===== config.mk =====
export PLATFORM = sky130hd
export DESIGN_NAME = ocpwm_top
export DESIGN_NICKNAME = d
export VERILOG_FILES = /design/src/include/ocpwm_pkg.sv /design/src/rtl/ocpwm_top.sv /design/src/rtl/ocpwm_tick.sv /design/src/rtl/ocpwm_apb.sv
export SDC_FILE = /design/constraint.sdc
export NUM_CORES = 1
export LEC_CHECK = 0
export BUFFER_PORTS_ARGS = -buffer_cell sky130_fd_sc_hd__buf_2
export CAP_MARGIN = 20
export CORE_ASPECT_RATIO = 0.5
export CORE_MARGIN = 2
export CORE_UTILIZATION = 35
export CTS_CLUSTER_SIZE = 40
export DETAILED_ROUTE_END_ITERATION = 7
export GPL_ROUTABILITY_DRIVEN = 0
export GPL_TIMING_DRIVEN = 0
export SYNTH_ARGS = -nofsm -noshare
export SYNTH_HDL_FRONTEND = slang
export SYNTH_SLANG_ARGS = --single-unit

===== constraint.sdc =====
create_clock -name SYS_CLK -period 5.8 [get_ports SYS_CLK]
set_clock_uncertainty 0.15 [all_clocks]
set_input_delay 0.58 -clock SYS_CLK [delete_from_list [all_inputs] [get_ports SYS_CLK]]
set_output_delay 0.58 -clock SYS_CLK [all_outputs]
set_load 0.02 [all_outputs]

===== src/include/ocpwm_pkg.sv =====
package ocpwm_pkg;
  localparam int unsigned DATA_W = 16;
  localparam int unsigned APB_AW = 8;
  // Register byte addresses
  localparam logic [APB_AW-1:0] ADDR_CTRL = 8'h00;
  localparam logic [APB_AW-1:0] ADDR_PRI  = 8'h04;
  localparam logic [APB_AW-1:0] ADDR_SEC  = 8'h08;
  localparam logic [APB_AW-1:0] ADDR_TPR  = 8'h0C;
  localparam logic [APB_AW-1:0] ADDR_STAT = 8'h10;
  // Control field positions
  localparam int unsigned CTRL_EN_BIT  = 0;
  localparam int unsigned CTRL_CTR_BIT = 1;
  localparam int unsigned CTRL_PS_LSB  = 2;
  localparam int unsigned PS_W         = 2;
  // Status field positions
  localparam int unsigned STAT_PIN_BIT = 0;
  localparam int unsigned STAT_DIR_BIT = 1;
  localparam int unsigned STAT_TB_LSB  = 16;
  // Reset values
  localparam logic [DATA_W-1:0] REG_RST = 16'h0000;
  localparam logic [PS_W-1:0]   PS_RST  = 2'h0;
  // Instruction cycle is two oscillator (SYS_CLK) periods
  localparam int unsigned TOSC_PER_TCY = 2;
  localparam int unsigned PS_CNT_W     = 8;
  typedef enum logic {OCPWM_EDGE, OCPWM_CENTER} ocpwm_mode_e;
endpackage


===== src/rtl/ocpwm_top.sv =====
`timescale 1ns/1ps
module ocpwm_top
  import ocpwm_pkg::*;
(
  input  wire logic              SYS_CLK,
  input  wire logic              SYS_RST,
  input  wire logic              PSEL,
  input  wire logic              PENABLE,
  input  wire logic              PWRITE,
  input  wire logic [APB_AW-1:0] PADDR,
  input  wire logic [31:0]       PWDATA,
  output logic      [31:0]       PRDATA,
  output logic                   PREADY,
  output logic                   PSLVERR,
  output logic                   COMPARE_OUTPUT_PIN
);
  logic              ctrl_en;
  ocpwm_mode_e       ctrl_mode;
  logic [PS_W-1:0]   ctrl_ps;
  logic [DATA_W-1:0] primary_compare_reg;
  logic [DATA_W-1:0] secondary_compare_period_reg;
  logic [DATA_W-1:0] sync_timer_period_reg;
  logic [31:0]       stat;
  logic [31:0]       prdata_c;
  logic              pready_c;
  logic              pslverr_c;
  logic              tick;
  logic [PS_CNT_W-1:0] div_m1;

  // Active (latched) copies
  logic [DATA_W-1:0] act_pri_q;
  logic [DATA_W-1:0] act_sec_q;
  logic [DATA_W-1:0] act_tpr_q;
  ocpwm_mode_e       act_mode_q;
  logic [DATA_W-1:0] tb_q;
  logic              pin_q;
  logic              run_q;
  logic              end_c;
  logic [DATA_W-1:0] per_c;
  logic              pin_d;

  ocpwm_apb u_apb
  (
    .SYS_CLK   (SYS_CLK),
    .SYS_RST   (SYS_RST),
    .psel      (PSEL),
    .penable   (PENABLE),
    .pwrite    (PWRITE),
    .paddr     (PADDR),
    .pwdata    (PWDATA),
    .stat      (stat),
    .prdata    (prdata_c),
    .pready    (pready_c),
    .pslverr   (pslverr_c),
    .ctrl_en   (ctrl_en),
    .ctrl_mode (ctrl_mode),
    .ctrl_ps   (ctrl_ps),
    .pri_q     (primary_compare_reg),
    .sec_q     (secondary_compare_period_reg),
    .tpr_q     (sync_timer_period_reg)
  );

  // Prescale 1,4,8,64 times the two-clock instruction cycle
  always_comb
  begin
    unique case (ctrl_ps)
      2'h0:    div_m1 = PS_CNT_W'(TOSC_PER_TCY * 1 - 1);
      2'h1:    div_m1 = PS_CNT_W'(TOSC_PER_TCY * 4 - 1);
      2'h2:    div_m1 = PS_CNT_W'(TOSC_PER_TCY * 8 - 1);
      default: div_m1 = PS_CNT_W'(TOSC_PER_TCY * 64 - 1);
    endcase
  end

  ocpwm_tick u_tick
  (
    .SYS_CLK (SYS_CLK),
    .SYS_RST (SYS_RST),
    .en      (ctrl_en),
    .div_m1  (div_m1),
    .tick    (tick)
  );

  // Period selection by active mode
  always_comb
  begin
    if (act_mode_q == OCPWM_EDGE)
      per_c = act_sec_q;
    else
      per_c = act_tpr_q;
  end

  // Period end: both modes count up and wrap, so a period is value+1 ticks
  always_comb
  begin
    end_c = (tb_q == per_c);
  end

  // Time base; one tick per prescaled instruction cycle
  always_ff @(posedge SYS_CLK)
  begin
    if (SYS_RST || !ctrl_en)
      tb_q <= '0;
    else if (tick)
    begin
      if (end_c)
        tb_q <= '0;
      else
        tb_q <= tb_q + 1'b1;
    end
  end

  // Double buffer; loaded at start and on each period end
  always_ff @(posedge SYS_CLK)
  begin
    if (SYS_RST)
    begin
      act_pri_q  <= REG_RST;
      act_sec_q  <= REG_RST;
      act_tpr_q  <= REG_RST;
      act_mode_q <= OCPWM_EDGE;
      run_q      <= 1'b0;
    end
    else
    begin
      run_q <= ctrl_en;
      if (!run_q || (tick && end_c))
      begin
        act_pri_q  <= primary_compare_reg;
        act_sec_q  <= secondary_compare_period_reg;
        act_tpr_q  <= sync_timer_period_reg;
        act_mode_q <= ctrl_mode;
      end
    end
  end

  // Output level; boundary cases first
  always_comb
  begin
    pin_d = 1'b0;
    if (!run_q)
      pin_d = 1'b0;
    else if (act_mode_q == OCPWM_EDGE)
    begin
      if (act_pri_q == '0 && act_sec_q == '0)
        pin_d = 1'b0;
      else if (act_sec_q > act_pri_q)
        pin_d = 1'b1;
      else
        pin_d = (tb_q < act_pri_q);
    end
    else
    begin
      if (act_pri_q == '0 && act_sec_q == '0 && act_tpr_q == '0)
        pin_d = 1'b0;
      else if (act_sec_q > act_tpr_q)
        pin_d = 1'b1;
      else
        // High in the window between primary and secondary marks
        pin_d = (tb_q >= act_pri_q) && (tb_q < act_sec_q);
    end
  end

  always_ff @(posedge SYS_CLK)
  begin
    if (SYS_RST)
      pin_q <= 1'b0;
    else
      pin_q <= pin_d;
  end

  assign COMPARE_OUTPUT_PIN = pin_q;

  always_comb
  begin
    stat = '0;
    stat[STAT_PIN_BIT]              = pin_q;
    stat[STAT_TB_LSB +: DATA_W]     = tb_q;
  end

  // APB answers come from flops in the register block
  assign PRDATA  = prdata_c;
  assign PREADY  = pready_c;
  assign PSLVERR = pslverr_c;
endmodule


===== src/rtl/ocpwm_tick.sv =====
`timescale 1ns/1ps
module ocpwm_tick
  import ocpwm_pkg::*;
(
  input  wire logic                SYS_CLK,
  input  wire logic                SYS_RST,
  input  wire logic                en,
  input  wire logic [PS_CNT_W-1:0] div_m1,
  output logic                     tick
);
  logic [PS_CNT_W-1:0] cnt_q;

  always_ff @(posedge SYS_CLK)
  begin
    if (SYS_RST || !en)
    begin
      cnt_q <= '0;
      tick  <= 1'b0;
    end
    else if (cnt_q == div_m1)
    begin
      cnt_q <= '0;
      tick  <= 1'b1;
    end
    else
    begin
      cnt_q <= cnt_q + 1'b1;
      tick  <= 1'b0;
    end
  end
endmodule


===== src/rtl/ocpwm_apb.sv =====
`timescale 1ns/1ps
module ocpwm_apb
  import ocpwm_pkg::*;
(
  input  wire logic              SYS_CLK,
  input  wire logic              SYS_RST,
  input  wire logic              psel,
  input  wire logic              penable,
  input  wire logic              pwrite,
  input  wire logic [APB_AW-1:0] paddr,
  input  wire logic [31:0]       pwdata,
  input  wire logic [31:0]       stat,
  output logic      [31:0]       prdata,
  output logic                   pready,
  output logic                   pslverr,
  output logic                   ctrl_en,
  output ocpwm_mode_e            ctrl_mode,
  output logic      [PS_W-1:0]   ctrl_ps,
  output logic      [DATA_W-1:0] pri_q,
  output logic      [DATA_W-1:0] sec_q,
  output logic      [DATA_W-1:0] tpr_q
);
  logic        acc;
  logic        setup;
  logic        wr;
  logic        hit;
  logic [31:0] rd_c;

  assign acc   = psel && penable;
  assign setup = psel && !penable;
  assign wr  = acc && pwrite;
  assign hit = (paddr == ADDR_CTRL) || (paddr == ADDR_PRI) ||
               (paddr == ADDR_SEC) || (paddr == ADDR_TPR) ||
               (paddr == ADDR_STAT);

  // Answer loaded at the setup edge, so it stands for the whole access
  // phase; still zero wait states, and every bus output is a flop
  always_ff @(posedge SYS_CLK)
  begin
    if (SYS_RST)
    begin
      pready  <= 1'b0;
      pslverr <= 1'b0;
      prdata  <= '0;
    end
    else
    begin
      pready  <= setup;
      pslverr <= setup && !hit;
      prdata  <= setup ? rd_c : '0;
    end
  end

  // Writes accepted at any time; pwm core decides when they apply
  always_ff @(posedge SYS_CLK)
  begin
    if (SYS_RST)
    begin
      ctrl_en   <= 1'b0;
      ctrl_mode <= OCPWM_EDGE;
      ctrl_ps   <= PS_RST;
      pri_q     <= REG_RST;
      sec_q     <= REG_RST;
      tpr_q     <= REG_RST;
    end
    else if (wr)
    begin
      unique case (paddr)
        ADDR_CTRL:
        begin
          ctrl_en   <= pwdata[CTRL_EN_BIT];
          ctrl_mode <= ocpwm_mode_e'(pwdata[CTRL_CTR_BIT]);
          ctrl_ps   <= pwdata[CTRL_PS_LSB +: PS_W];
        end
        ADDR_PRI: pri_q <= pwdata[DATA_W-1:0];
        ADDR_SEC: sec_q <= pwdata[DATA_W-1:0];
        ADDR_TPR: tpr_q <= pwdata[DATA_W-1:0];
        default: ;
      endcase
    end
  end

  always_comb
  begin
    rd_c = '0;
    unique case (paddr)
      ADDR_CTRL:
      begin
        rd_c[CTRL_EN_BIT]             = ctrl_en;
        rd_c[CTRL_CTR_BIT]            = ctrl_mode;
        rd_c[CTRL_PS_LSB +: PS_W]     = ctrl_ps;
      end
      ADDR_PRI:  rd_c[DATA_W-1:0] = pri_q;
      ADDR_SEC:  rd_c[DATA_W-1:0] = sec_q;
      ADDR_TPR:  rd_c[DATA_W-1:0] = tpr_q;
      ADDR_STAT: rd_c = stat;
      default:   rd_c = '0;
    endcase
  end
endmodule


==> metrics.txt <==
outcome complete, no violations; Post-Layout Cell Count 1504; Post-synth top flop dfxtp_1; IO Port Bufs 63; filler instances 2541; initial antenna violation count 0; fin crit period 3.31 ns; share of layout cells above drive strength 1 0.105; starting density of the core 0.360; RSZ-0062 raised after global routing false; Cell Area, Placed 9930 sq um; Async SR Flop Fraction 0; crit path kind register to register; final number of hold-violating endpoints 0; hold_buf cts 0; Skew-Pair Late Insertion Delay 0.46 ns; CORE AREA 25500 sq um; #FFs+latches synth 162; Setup Buffers After CTS 0; P_leak 3.82 nW; mapped cell area 9180 sq um; synthesis warning total 0; post-synth top area share 0.353; synth top area cells dfxtp_1 (35%), ha_1 (8.9%), mux2i_1 (7.1%), o311ai_1 (4.7%), nand4b_1 (4.6%); io pins 80; Detailed Routing Iterations Pass 1 7; Required @ worst endpoint 5.99 ns; worst hold path type input pin to register; CP Launch Type register; Root Buffer clkbuf_16; fin. max-slew vios 0; sequential cell area 3240 sq um; fin area 10500 sq um; CTS clk-pin slew, worst paths 0.07 ns; max-cap viol count 0; Num CTS Buffers 17; antenna viol nets, final 0; residual DRC count 0; Sink Count 162; Inst Count DP 1471; Detailed Place HPWL 22.6 mm; num rows 41; worst slew pin tran 0.792 ns; Starting DRT DRC Count 873; CP endpoint kind register; grt ovf 0; worst vdd ir 180 uV; Mapped Cells 1064; critical path fanouts, max 10; final worst-path cycle share 0.571; Post-Route WL 30.4 mm; Critical Path AT 3.50 ns; vias per inst 5.83; pwr dens 222 nW/um^2; post-synth cell types 57; largest net degree at the start of global routing 18; Post-synth EDFFs 0; Final TNS setup 0 ns; nets 1256; GRT Total Usage 0.221; Setup violations, final 0; multi-input logic area 5390 sq um; DR vias 8761; post-synthesis sequential area ratio 0.353; Max Freq 0.302 GHz; Synth-to-Final Area Change 14.6%; syn_area_per_cell 8.63 sq um; drt wl/cell 20.2 um; die width 233 um; CTS HTree Levels 4; post-cts sizing count 0; first-pass GRT wire length 47.0 mm; syn_nets 1174; vias in the first global route 8193; total die area 27600 sq um; Rel. slew slack 0.472; chip height 119 um; CTS tree yes; Bufs on Longest Clock Path 2; area leader, netlist dfxtp_1
==> cells in the mapped netlist, types with 4 or more instances <==
master and n:
nand4_1 23, xnor2_1 21, a21o_1 4, nor3b_1 49, clkbuf_1 60, o311ai_1 49, nand2_1 98, mux2i_1 65
nand4b_1 48, buf_2 11, nand3_1 17, ha_1 65, xor2_1 16, and2_1 21, buf_1 6, nor2b_1 7
dfxtp_1 162, a22oi_1 4, inv_1 53, nor4_1 18, nand2b_1 4, a21oi_1 52, a2111oi_0 5, mux2_2 4
a31oi_1 50, nor2_1 99, and4_1 4
==> registers in the layout, summed over array words and instances, names as in the netlist <==
name                flops
u_apb.tpr_q            16
run_q                   1
act_tpr_q              16
u_apb.prdata           32
u_apb.pslverr           1
u_apb.pri_q            16
act_sec_q              16
tb_q                   16
u_apb.pready            1
u_tick.cnt_q            8
u_apb.ctrl_en           1
u_apb.ctrl_mode         1
u_tick.tick             1
act_pri_q              16
act_mode_q              1
u_apb.ctrl_ps           2
COMPARE_OUTPUT_PIN      1
u_apb.sec_q            16
==> worst max-delay path, cell delays in order (launching register included) <==
cell and delay (ns):
dfxtp_1 0.33, buf_2 0.29, mux2i_1 0.30, xnor2_1 0.09, nor4_1 0.32, nand4_1 0.67
o21ai_2 0.66, buf_2 0.30, nor2_1 0.07
==> metal layers <==
| layer | part of all wire | track usage | vias up |
|---|---|---|---|
| met4 | 0.023 | 0.0713 | 0 |
| li1 | - | - | 4059 |
| met5 | 0 | 0 | - |
| met1 | 0.46 | 0.322 | 4196 |
| met2 | 0.41 | 0.321 | 446 |
| met3 | 0.10 | 0.0490 | 60 |
==> path summary, 6_finish.rpt <==
| check | from | end | slack (ns) | depth (start not counted) |
|---|---|---|---|---|
| setup / recovery | act_mode_q | tb_q[6] | 2.49 | 8 |
| hold reg to reg | u_apb.pri_q[14] | u_apb.pri_q[14] | 0.34 | 2 |
| setup reg to reg | act_mode_q | tb_q[6] | 2.49 | 8 |
| hold / removal | PWDATA[9] | u_apb.pri_q[9] | 0.24 | 3 |
==> cell type report <==
class,count,area share
Multi-Input combinational cell,767,0.512
Inverter,54,0.0193
Sequential cell,162,0.308
Timing Repair Buffer,63,0.0300
Clock inverter,15,0.0157
Buffer,81,0.0327
Tap cell,344,0.0409
Antenna cell,1,0.000238
Clock buffer,17,0.0404
==> through the flow <==
| step | power [mW] | hold slack [ns] | utilization | setup WS, ns |
|---|---|---|---|---|
| after floorplan | 1.17 | 0.303 | - | 3.24 |
| after global placement | 1.20 | 0.331 | 0.389 | 2.73 |
| after detailed placement | 1.20 | 0.332 | 0.389 | 2.72 |
| after CTS | 2.34 | 0.224 | 0.412 | 2.69 |
| after global routing | 2.40 | 0.237 | 0.412 | 2.44 |
| final | 2.33 | 0.241 | 0.413 | 2.49 |
==> cells by family after synthesis <==
family / after synthesis / share of synthesized area
buf+inv: 135 / 0.0596
flops: 162 / 0.353
simple gates: 406 / 0.245
mux: 69 / 0.0758
compound gates: 190 / 0.142
fa+ha+maj: 65 / 0.0886
xor+xnor: 37 / 0.0353
==> power breakdown <==
group          leakage, nW  switching (mW)  internal, mW
Sequential            1.30        0.000464          1.11
Clock                0.290           0.541         0.613
Combinational         2.23          0.0455        0.0208
Total                 3.82           0.587          1.75
==> placed cells by master, fill, tap and decap left out, types with 6 or more instances in the layout <==
master	synthesis	final
ha_1	65	65
and2_1	21	21
clkbuf_16	0	17
nand2_1	98	98
o311ai_1	49	49
clkbuf_1	60	60
xnor2_1	21	21
xor2_1	16	16
nor2b_1	7	7
nor4_1	18	18
a21oi_1	52	52
nor2_1	99	99
inv_1	53	53
buf_2	11	74
nor3b_1	49	49
nand3_1	17	17
nand4b_1	48	48
buf_1	6	6
dfxtp_1	162	162
mux2i_1	65	65
nand4_1	23	23
a31oi_1	50	50
Power figures use the tool's default switching activity.
